`src/hw/port_query_cfg.svh`:
```
// constants for the ascii output-status query responder
// assumes: included by bare name from design files
`ifndef PORT_QUERY_CFG_SVH
`define PORT_QUERY_CFG_SVH
`define CH_HEADER 8'h3A
`define CH_CR 8'h0D
`define CH_LF 8'h0A
`define FUNC_READ 8'h03
`define START_ADDR 16'h9004
`define REG_COUNT 16'h0001
`define BYTE_COUNT 8'h02
`define ADDR_MIN 8'h01
`define ADDR_MAX 8'h10
`define QUERY_BYTES 4'h6
`define RESP_CHARS 5'h0F
`define IDX_FUNC 4'h1
`define IDX_SAH 4'h2
`define IDX_SAL 4'h3
`define IDX_CNH 4'h4
`define IDX_CNL 4'h5
`endif

```
`src/hw/port_query_pkg.sv`:
```
// types for the ascii output-status query responder
// assumes: nothing beyond the cfg header
package port_query_pkg;
    typedef enum logic [2:0] {
        RX_IDLE, RX_HI, RX_LO, RX_CR, RX_LF, TX_RUN
    } pq_state_t;
endpackage

```
`src/hw/hex_tx_framer.sv`:
```
// response framer: builds the reply character by character
// assumes: tx_ready from the serial transmitter on the same clock
`timescale 1ns/1ps
`include "port_query_cfg.svh"
module hex_tx_framer import port_query_pkg::*; (
    // clock and reset
    input wire logic clk_sys,
    input wire logic rst_sync_n,
    // request
    input wire logic start,
    input wire logic [7:0] slave_addr,
    input wire logic [15:0] port_word,
    output logic busy,
    // character stream
    output logic [7:0] tx_data,
    output logic tx_valid,
    input wire logic tx_ready
);
    typedef struct packed {
        logic busy;
        logic [4:0] idx;
        logic [7:0] addr;
        logic [15:0] word;
    } fr_t;
    fr_t s_r, s_nxt;

    function automatic logic [7:0] hex_ch(input logic [3:0] n);
        hex_ch = (n < 4'hA) ? (8'h30 + {4'h0, n}) : (8'h37 + {4'h0, n});
    endfunction

    logic [7:0] longitudinal_check;
    logic [7:0] ch;
    // two's complement of the byte sum
    assign longitudinal_check = 8'h00 - (s_r.addr + `FUNC_READ + `BYTE_COUNT
        + s_r.word[15:8] + s_r.word[7:0]);

    always_comb begin
        case (s_r.idx)
            5'h00: ch = `CH_HEADER;
            5'h01: ch = hex_ch(s_r.addr[7:4]);
            5'h02: ch = hex_ch(s_r.addr[3:0]);
            5'h03: ch = hex_ch(4'(`FUNC_READ >> 4));
            5'h04: ch = hex_ch(4'(`FUNC_READ & 8'h0F));
            5'h05: ch = hex_ch(4'(`BYTE_COUNT >> 4));
            5'h06: ch = hex_ch(4'(`BYTE_COUNT & 8'h0F));
            5'h07: ch = hex_ch(s_r.word[15:12]);
            5'h08: ch = hex_ch(s_r.word[11:8]);
            5'h09: ch = hex_ch(s_r.word[7:4]);
            5'h0A: ch = hex_ch(s_r.word[3:0]);
            5'h0B: ch = hex_ch(longitudinal_check[7:4]);
            5'h0C: ch = hex_ch(longitudinal_check[3:0]);
            5'h0D: ch = `CH_CR;
            default: ch = `CH_LF;
        endcase
    end

    always_comb begin
        s_nxt = s_r;
        if (!s_r.busy) begin
            if (start) begin
                s_nxt.busy = 1'b1;
                s_nxt.idx = 5'h00;
                s_nxt.addr = slave_addr;
                s_nxt.word = port_word;
            end
        end else if (tx_ready) begin
            if (s_r.idx == `RESP_CHARS - 5'h01) begin
                s_nxt.busy = 1'b0;
            end
            s_nxt.idx = s_r.idx + 5'h01;
        end
    end

    always_ff @(posedge clk_sys or negedge rst_sync_n) begin
        if (!rst_sync_n) begin
            s_r <= '0;
        end else begin
            s_r <= s_nxt;
        end
    end

    assign busy = s_r.busy;
    assign tx_valid = s_r.busy;
    assign tx_data = ch;

    // ==========================================================
    // checks
    a_frame_len: assert property (@(posedge clk_sys)
        disable iff (!rst_sync_n)
        (busy && tx_ready && s_r.idx == `RESP_CHARS - 5'h01) |=> !busy)
        else $error("reply longer than fifteen characters");
    a_first_hdr: assert property (@(posedge clk_sys)
        disable iff (!rst_sync_n)
        $rose(busy) |-> tx_data == `CH_HEADER)
        else $error("reply does not open with header");
    c_reply_done: cover property (@(posedge clk_sys)
        disable iff (!rst_sync_n) $fell(busy));
endmodule

```
`src/hw/output_status_query.sv`:
```
// ascii query responder returning the output port monitor word
// assumes: rx bytes and tx ready come from a uart on clk_sys;
// port_word is the controller's live output image on clk_sys
//
// Behaviour
// - reply carries the current output-port word, independent of io pattern.
// - address is two hex chars, 01..10, device answers only its own.
// - each frame carries a two-char check before the trailer.
// - reply echoes address and function 03, then byte count 02.
// - reply data is four hex chars, then check and trailer, 15 chars.
// - chars are ascii; header 3A, trailer 0D 0A.
// - bit n of the word is output port n, bit 15 most significant.
`timescale 1ns/1ps
`include "port_query_cfg.svh"
module output_status_query import port_query_pkg::*; (
    // clock and reset
    input wire logic clk_sys,
    input wire logic rst_n,
    // configuration
    input wire logic [7:0] own_addr,
    input wire logic [15:0] port_word,
    // receive characters
    input wire logic [7:0] rx_data,
    input wire logic rx_valid,
    // transmit characters
    output logic [7:0] tx_data,
    output logic tx_valid,
    input wire logic tx_ready,
    // status
    output logic frame_dropped
);
    logic rst_m_r, rst_sync_n;
    always_ff @(posedge clk_sys or negedge rst_n) begin
        if (!rst_n) begin
            rst_m_r <= 1'b0;
            rst_sync_n <= 1'b0;
        end else begin
            rst_m_r <= 1'b1;
            rst_sync_n <= rst_m_r;
        end
    end

    typedef struct packed {
        pq_state_t st;
        logic [3:0] nib;
        logic [3:0] bidx;
        logic [7:0] sum;
        logic [7:0] addr;
        logic ok;
        logic start;
        logic drop;
    } st_t;
    st_t s_r, s_nxt;

    // decode one ascii hex digit; flag reports a legal digit
    function automatic logic [4:0] hex_val(input logic [7:0] c);
        if (c >= 8'h30 && c <= 8'h39) begin
            hex_val = {1'b1, c[3:0]};
        end else if (c >= 8'h41 && c <= 8'h46) begin
            hex_val = {1'b1, c[3:0] + 4'h9};
        end else begin
            hex_val = 5'h00;
        end
    endfunction

    // expected byte for each fixed field position of the query
    function automatic logic [7:0] fixed_byte(input logic [3:0] i);
        case (i)
            `IDX_FUNC: fixed_byte = `FUNC_READ;
            `IDX_SAH: fixed_byte = 8'(`START_ADDR >> 8);
            `IDX_SAL: fixed_byte = 8'(`START_ADDR & 16'h00FF);
            `IDX_CNH: fixed_byte = 8'(`REG_COUNT >> 8);
            `IDX_CNL: fixed_byte = 8'(`REG_COUNT & 16'h00FF);
            default: fixed_byte = 8'h00;
        endcase
    endfunction

    logic busy;
    logic [4:0] hv;
    logic [7:0] byte_in;
    assign hv = hex_val(rx_data);
    assign byte_in = {s_r.nib, hv[3:0]};

    always_comb begin
        s_nxt = s_r;
        s_nxt.start = 1'b0;
        s_nxt.drop = 1'b0;
        if (rx_valid && rx_data == `CH_HEADER && s_r.st != TX_RUN) begin
            // a header restarts in every state but TX_RUN, so a torn frame cannot lock up
            s_nxt.st = RX_HI;
            s_nxt.bidx = 4'h0;
            s_nxt.sum = 8'h00;
            s_nxt.ok = 1'b1;
        end else begin
            case (s_r.st)
                RX_IDLE: begin
                    s_nxt.st = RX_IDLE;
                end
                RX_HI: begin
                    if (rx_valid) begin
                        s_nxt.nib = hv[3:0];
                        s_nxt.ok = s_r.ok & hv[4];
                        s_nxt.st = RX_LO;
                    end
                end
                RX_LO: begin
                    if (rx_valid) begin
                        s_nxt.ok = s_r.ok & hv[4];
                        s_nxt.sum = s_r.sum + byte_in;
                        if (s_r.bidx == 4'h0) begin
                            s_nxt.addr = byte_in;
                            if (byte_in != own_addr || byte_in < `ADDR_MIN
                                || byte_in > `ADDR_MAX) begin
                                s_nxt.ok = 1'b0;
                            end
                        end else if (s_r.bidx < `QUERY_BYTES &&
                            byte_in != fixed_byte(s_r.bidx)) begin
                            s_nxt.ok = 1'b0;
                        end
                        s_nxt.bidx = s_r.bidx + 4'h1;
                        s_nxt.st = (s_r.bidx == `QUERY_BYTES) ? RX_CR : RX_HI;
                    end
                end
                RX_CR: begin
                    if (rx_valid) begin
                        s_nxt.st = (rx_data == `CH_CR) ? RX_LF : RX_IDLE;
                        s_nxt.drop = (rx_data != `CH_CR);
                    end
                end
                RX_LF: begin
                    if (rx_valid) begin
                        // check byte included: total must wrap to zero
                        if (rx_data == `CH_LF && s_r.ok
                            && s_r.sum == 8'h00) begin
                            s_nxt.st = TX_RUN;
                            s_nxt.start = 1'b1;
                        end else begin
                            s_nxt.st = RX_IDLE;
                            s_nxt.drop = 1'b1;
                        end
                    end
                end
                TX_RUN: begin
                    if (!s_r.start && !busy) begin
                        s_nxt.st = RX_IDLE;
                    end
                end
                default: s_nxt.st = RX_IDLE;
            endcase
        end
    end

    always_ff @(posedge clk_sys or negedge rst_sync_n) begin
        if (!rst_sync_n) begin
            s_r <= '0;
        end else begin
            s_r <= s_nxt;
        end
    end

    assign frame_dropped = s_r.drop;

    hex_tx_framer u_framer (
        .clk_sys(clk_sys),
        .rst_sync_n(rst_sync_n),
        .start(s_r.start),
        .slave_addr(s_r.addr),
        .port_word(port_word),
        .busy(busy),
        .tx_data(tx_data),
        .tx_valid(tx_valid),
        .tx_ready(tx_ready)
    );

    // ==========================================================
    // checks
    a_reply_start: assert property (@(posedge clk_sys)
        disable iff (!rst_sync_n)
        s_r.start |=> tx_valid)
        else $error("accepted query not answered");
    a_drop_quiet: assert property (@(posedge clk_sys)
        disable iff (!rst_sync_n)
        s_r.drop |-> !tx_valid)
        else $error("reply sent for dropped frame");
    a_addr_match: assert property (@(posedge clk_sys)
        disable iff (!rst_sync_n)
        s_r.start |-> s_r.addr == own_addr)
        else $error("reply to foreign address");
    a_addr_range: assert property (@(posedge clk_sys)
        disable iff (!rst_sync_n)
        s_r.start |-> s_r.addr >= `ADDR_MIN && s_r.addr <= `ADDR_MAX)
        else $error("reply to address out of range");
    a_check_ok: assert property (@(posedge clk_sys)
        disable iff (!rst_sync_n)
        s_r.start |-> s_r.sum == 8'h00)
        else $error("reply with failing check");
    a_fixed_fields: assert property (@(posedge clk_sys)
        disable iff (!rst_sync_n)
        s_r.start |-> s_r.ok)
        else $error("reply to wrong function or address");
    a_tail_cr: assert property (@(posedge clk_sys)
        disable iff (!rst_sync_n)
        (tx_valid && tx_ready && tx_data == `CH_CR) |=> tx_data == `CH_LF)
        else $error("cr not followed by lf");
    a_word_live: assert property (@(posedge clk_sys)
        disable iff (!rst_sync_n)
        s_r.start |=> u_framer.s_r.word == $past(port_word))
        else $error("reply word not the live port value");
    c_restart: cover property (@(posedge clk_sys) disable iff (!rst_sync_n)
        rx_valid && rx_data == `CH_HEADER
        && (s_r.st == RX_HI || s_r.st == RX_LO));
    c_answered: cover property (@(posedge clk_sys)
        disable iff (!rst_sync_n) s_r.start);
    c_dropped: cover property (@(posedge clk_sys)
        disable iff (!rst_sync_n) s_r.drop);
    c_stall: cover property (@(posedge clk_sys)
        disable iff (!rst_sync_n) tx_valid && !tx_ready);
endmodule

```
`config.mk`:
```
export PLATFORM = sky130hd
export DESIGN_NAME = output_status_query
export DESIGN_NICKNAME = d
export VERILOG_FILES = /design/src/hw/port_query_pkg.sv /design/src/hw/hex_tx_framer.sv /design/src/hw/output_status_query.sv
export VERILOG_INCLUDE_DIRS = /design/src /design/src/hw
export SDC_FILE = /design/constraint.sdc
export NUM_CORES = 1
export LEC_CHECK = 0
export ABC_AREA = 0
export ABC_CLOCK_PERIOD_IN_PS = 5190
export BUFFER_PORTS_ARGS = -buffer_cell sky130_fd_sc_hd__buf_2
export CAP_MARGIN = 20
export CORE_MARGIN = 10
export CORE_UTILIZATION = 61
export DETAILED_ROUTE_END_ITERATION = 16
export PLACE_DENSITY = 0.82
export SYNTH_ARGS = -nofsm -noshare
export SYNTH_HDL_FRONTEND = slang
export SYNTH_HIERARCHICAL = 1
export SYNTH_SLANG_ARGS = --single-unit
```
`constraint.sdc`:
```
create_clock -name clk_sys -period 5.19 [get_ports clk_sys]
set_clock_uncertainty 0.15 [all_clocks]
set_input_delay 0.7785 -clock clk_sys [delete_from_list [all_inputs] [get_ports clk_sys]]
set_output_delay 0.7785 -clock clk_sys [all_outputs]
set_load 0.05 [all_outputs]
```
# --- Word-level counts from Yosys, hierarchy flattened ---
# Cells that the tools add are included.
op_classes:
  reduce_logical: 27
  n_bitwise: 3
  n_mux: 47
  add_sub_neg: 25
  magnitude_cmp: 15
  eq_ne: 37
ops:
  columns: ["op", "count"]
  rows:
  - ["$add A6 B4 Y7 const A", 16]
  - ["$mux W8", 13]
  - ["$pmux W8 S13", 1]
  - ["$eq A5 B4 Y1 const B", 7]
  - ["$lt A4 B4 Y1 const B", 8]
  - ["$pmux W8 S4", 1]
  - ["$mux W30", 1]
  - ["$add A8 B8 Y8", 3]
  - ["$mux W21", 1]
  - ["$mux W3", 7]
  - ["$eq A5 B3 Y1 const B", 4]
  - ["$mux W20", 1]
  - ["$ne A3 B3 Y1 const B", 6]
  - ["$add A8 B2 Y8 const B", 2]
  - ["$eq A8 B4 Y1 const B", 2]
  - ["$ne A8 B8 Y1", 2]
  - ["$pmux W3 S5", 1]
  - ["$mux W12", 1]
  - ["$mux W6", 2]
  - ["$eq A5 B2 Y1 const B", 2]
  - ["$mux W1", 10]
  - ["$mux W5", 2]
  - ["$eq A4 B2 Y1 const B", 2]
  - ["$eq A4 B3 Y1 const B", 2]
  - ["37 further kinds", 57]
word_totals:
  output_inout_bits: 10
  reg_bits: 62
  input_bits: 36
  elab_cells: 168

# --- Logic depth before layout (Yosys ltp) ---
logic_depth:
  ltp_word: 13
  depth_mapped: 16
  depth_no_buf: 16

# --- By module ---
# The synthesis kept the hierarchy.
by_module_without_submodules:
  columns: ["module", "cells_each", "n_inst", "seq_area_each_um2", "area_each_um2"]
  rows:
  - ["hex_tx_framer", 356, 1, 750.7, 2768.9]
  - ["output_status_query", 234, 1, 800.8, 2168.3]

# --- Worst setup path after synthesis ---
# OpenSTA, ideal clock, no wires.
synth_timing:
  path_kind: "flip-flop to output port"
  from: "register u_framer/s_r[2] (netlist bit)"
  to: "output tx_data[3]"
  path_stages_with_launch: 11
  required_time_ps: 4262
  setup_slack_ps: -190
  path_buffers: 0
  arrival_time_ps: 4452
  cell_sequence: "dfrtp_1 -> ha_1 -> fa_1 -> inv_1 -> ha_1 -> fa_1 -> a21o_1 -> a21oi_1 -> xor2_1 -> nand2_1 -> o311ai_0"
synth_via:
  elab_chain_len: 5
  elab_cells_between_ends: 15
  classes_between: "add/sub (8); order compare (3); mux (4)"
synth_rtl:
  columns: ["item", "line", "source"]
  rows:
  - ["start: declaration", "hex_tx_framer.sv:25", "fr_t s_r, s_nxt;"]
  - ["start signal: assignment", "hex_tx_framer.sv:78", "s_r <= s_nxt;"]
  - ["$add A8 B8 Y8", "hex_tx_framer.sv:34", "assign longitudinal_check = 8'h00 - (s_r.addr + `FUNC_READ + `BYTE_COUNT"]
  - ["$sub A1 B8 Y8", "hex_tx_framer.sv:34", null]
  - ["$add A6 B4 Y7 / $lt A4 B4 Y1 (equally long branches)", "hex_tx_framer.sv:28", "hex_ch = (n < 4'hA) ? (8'h30 + {4'h0, n}) : (8'h37 + {4'h0, n});"]
  - ["$mux W8", "hex_tx_framer.sv:28", null]
  - ["$pmux W8 S13 (*)", "hex_tx_framer.sv:38", "case (s_r.idx)"]
  - ["end: declaration", "output_status_query.sv:26", "output logic [7:0] tx_data,"]
# Mark *: on every way between the ends. The rest lies on a longest branch, timed or not.

# --- Final worst setup path ---
layout_timing:
  from: "register u_framer/s_r[2] (netlist bit)"
  to: "output tx_data[0]"
# The elaborated chain is that of the path after synthesis.

==> out/qor.yml <==
yosys:
  synth-seq-cells: 62
  ys_warn_count: 6
  async_flop_share: 1.00
  synth.distinct_cells: 74
  synth_flop_cell: "dfrtp_1"
  synth_edf_count: 0
  syn-cell-area_um2: 4940
  ys_seq_area_frac: 0.314
  syn_avg_cell_area_um2: 8.37
  syn_nets: 673
  syn_inst: 590
die:
  initial_core_util: 0.632
  die_y_um: 110
  die_area_um2: 12100
  core_area_um2: 7810
  dieWidth_um: 110
  rows: 32
  num_io_pins: 46
setup_path:
  path_depth: 12
  path_buf_inv: 2
  slowest_delay_ns: 0.53
  worstSetupStartpointType: "register"
  worst_setup_path_end_kind: "output pin"
  critPathKind: "reg2out"
  critical-path-top-delay-family: "adder cells"
  critPathRequiredTime_ns: 4.26
  critPathLaunch: "u_framer/s_r[2]$_DFFE_PN0P_"
  r2r_start: "s_r[27]$_DFFE_PN0P_"
  r2r-end: "s_r[10]$_DFFE_PN0P_"
  rr_worst_depth: 4
  arrival_ns: 3.94
  crit_chain: "ha_1, fa_1, inv_1, ha_1, fa_1, a21o_1, a21oi_1, xor2_1, and2_1, nor3_1, o31ai_1, buf_2"
  cp-endpoint: "tx_data[0]"
  crit_path_top_delay_cell: "fa_1"
  crit_fanout: 7
  rrSetupSlack_ns: 2.77
detailed_routing:
  drtIter0Drc: 223
  wirelength_um: 12600
  vias: 4513
  vias_per_cell: 6.14
  drc: 0
  wl_per_cell_um: 17.2
  ant_nets: 0
  dr.pass1.iters: 6
clocking:
  htree_levels: 3
  cts_tree: "yes"
  clock_sink_count: 62
  hold_buffers: 0
  cts_setup_buffers: 0
  clk_latency_ns: 0.34
  root_buffer: "clkbuf_8"
  clk_path_buf_depth: 2
  path_clk_slew_ns: 0.07
  cts_resized: 0
  cts_buffers: 9
finish:
  fin_util: 0.691
  final_nets: 711
  area_delta_synth_final_pct: 9.28
  layout_common_cells: "nand2_1, dfrtp_1, o21ai_0"
  final_cells: 735
  drive_gt1_frac: 0.133
  diodes: 0
  final_common_cell: "nand2_1"
place:
  portBuffers: 44
  dp.cells: 719
  gp_congestion: 1.05
  dp_hpwl_um: 9950
timing:
  finalHoldWorstSlack_ns: 0.0679
  relSlewSlack: 0.502
  setup-tns-final_ns: 0
  fin_crit_sh: 0.937
  rsz0062_at_grt: "false"
  fmax_mhz: 206
  report.final.slew_viol_count: 0
  worst_pin_slew_ns: 0.747
  finalHoldViolCount: 0
  period_needed_ns: 4.86
  setup_violations: 0
grt:
  gr-total-overflow: 0
  grt_max_degree: 61
  antenna_found_initial: 0
  grt_pass1_wl_um: 21000
  grtUsageTotal: 0.216
  grt_pass1_vias: 4533
min_path:
  hp-class: "in2async"
pwr:
  p_leak_nw: 2.47
  power_mw: 1.57
  p_per_area_nw_per_um2: 291
  ir_worst_vdd_v: 0.000171
status:
  status: "finished clean"
flow_run:
  maxCapViolCount: 0
## per-layer routing
layer,vias to the layer above,GRT usage,wire (um),share of wire
met5,-,0,0,0
met4,0,0.105,489,0.039
met3,39,0.0404,559,0.044
met2,144,0.375,6370,0.50
met1,2164,0.249,5200,0.41
li1,2166,-,-,-
## registers in the layout, summed over array words and instances (netlist names)
signal / cells
s_r: 25
u_framer/busy: 1
byte_in: 4
u_framer/s_r: 29
frame_dropped: 1
rst_m_r: 1
rst_sync_n: 1
## through the flow
stage          worst slack [ns]  cell area [um^2]
6_report                  0.326              5400
3_5_place_dp              0.696              5220
5_1_grt                  0.0606              5400
4_1_cts                   0.314              5400
2_1_floorplan             0.240              4940
3_3_place_gp              0.826              5220
## report_power, final
part | internal, mW | switching [mW]
Clock | 0.186 | 0.189
Combinational | 0.190 | 0.387
Sequential | 0.527 | 0.0906
Total | 0.903 | 0.667
## cells in the mapped netlist, types with 3 or more instances
master,n,area share
nand4bb_1,3,0.0068
nor4_1,7,0.0089
or4_1,3,0.0046
nand2_1,99,0.075
a211oi_1,4,0.0061
a21oi_1,26,0.026
nand3_1,9,0.0091
o21ai_0,60,0.061
xnor2_1,16,0.028
nor3_1,9,0.0091
nor2b_1,10,0.013
a32oi_1,3,0.0053
o2111ai_1,3,0.0053
o22ai_1,12,0.015
fa_1,9,0.036
o21a_1,6,0.0091
nand2b_1,7,0.0089
a22o_1,4,0.0071
mux2_2,4,0.0091
inv_1,42,0.032
ha_1,38,0.096
nor3b_1,3,0.0046
nor2_1,41,0.031
clkbuf_1,14,0.011
dfrtp_1,62,0.31
mux2i_1,3,0.0061
and3_1,5,0.0063
o31ai_1,5,0.0076
o211ai_1,3,0.0046
nand4_1,5,0.0063
nand3b_1,3,0.0046
xor2_1,9,0.016
nor4b_1,5,0.0089
and2_1,4,0.0051
a21o_1,5,0.0076
## cells by family after synthesis
kind of cell	synth area share
other cells	0.00152
mux	0.0198
xor+xnor	0.0476
compound gates	0.197
fa+ha+maj	0.133
buf+inv	0.0532
flops	0.314
simple gates	0.234
## final cells by class
type	count	area [um^2]
tap	102	128
multi-input combinational	464	3130
clock inverter	5	35.0
fill	664	2410
inverter	44	170
clock buffer	11	141
sequential	62	1550
timing repair buffer	47	243
## worst min path at each step
stage,start,to,depth (start not counted)
4_1_cts,rst_n,rst_sync_n$_DFF_PN0_,1
5_1_grt,rst_n,rst_m_r$_DFF_PN0_,1
3_3_place_gp,rst_m_r$_DFF_PN0_,rst_sync_n$_DFF_PN0_,0
3_5_place_dp,rst_m_r$_DFF_PN0_,rst_sync_n$_DFF_PN0_,0
2_1_floorplan,rst_m_r$_DFF_PN0_,rst_sync_n$_DFF_PN0_,0
6_report,rst_n,rst_m_r$_DFF_PN0_,1
Note: power is estimated with default switching activity, not from simulation.
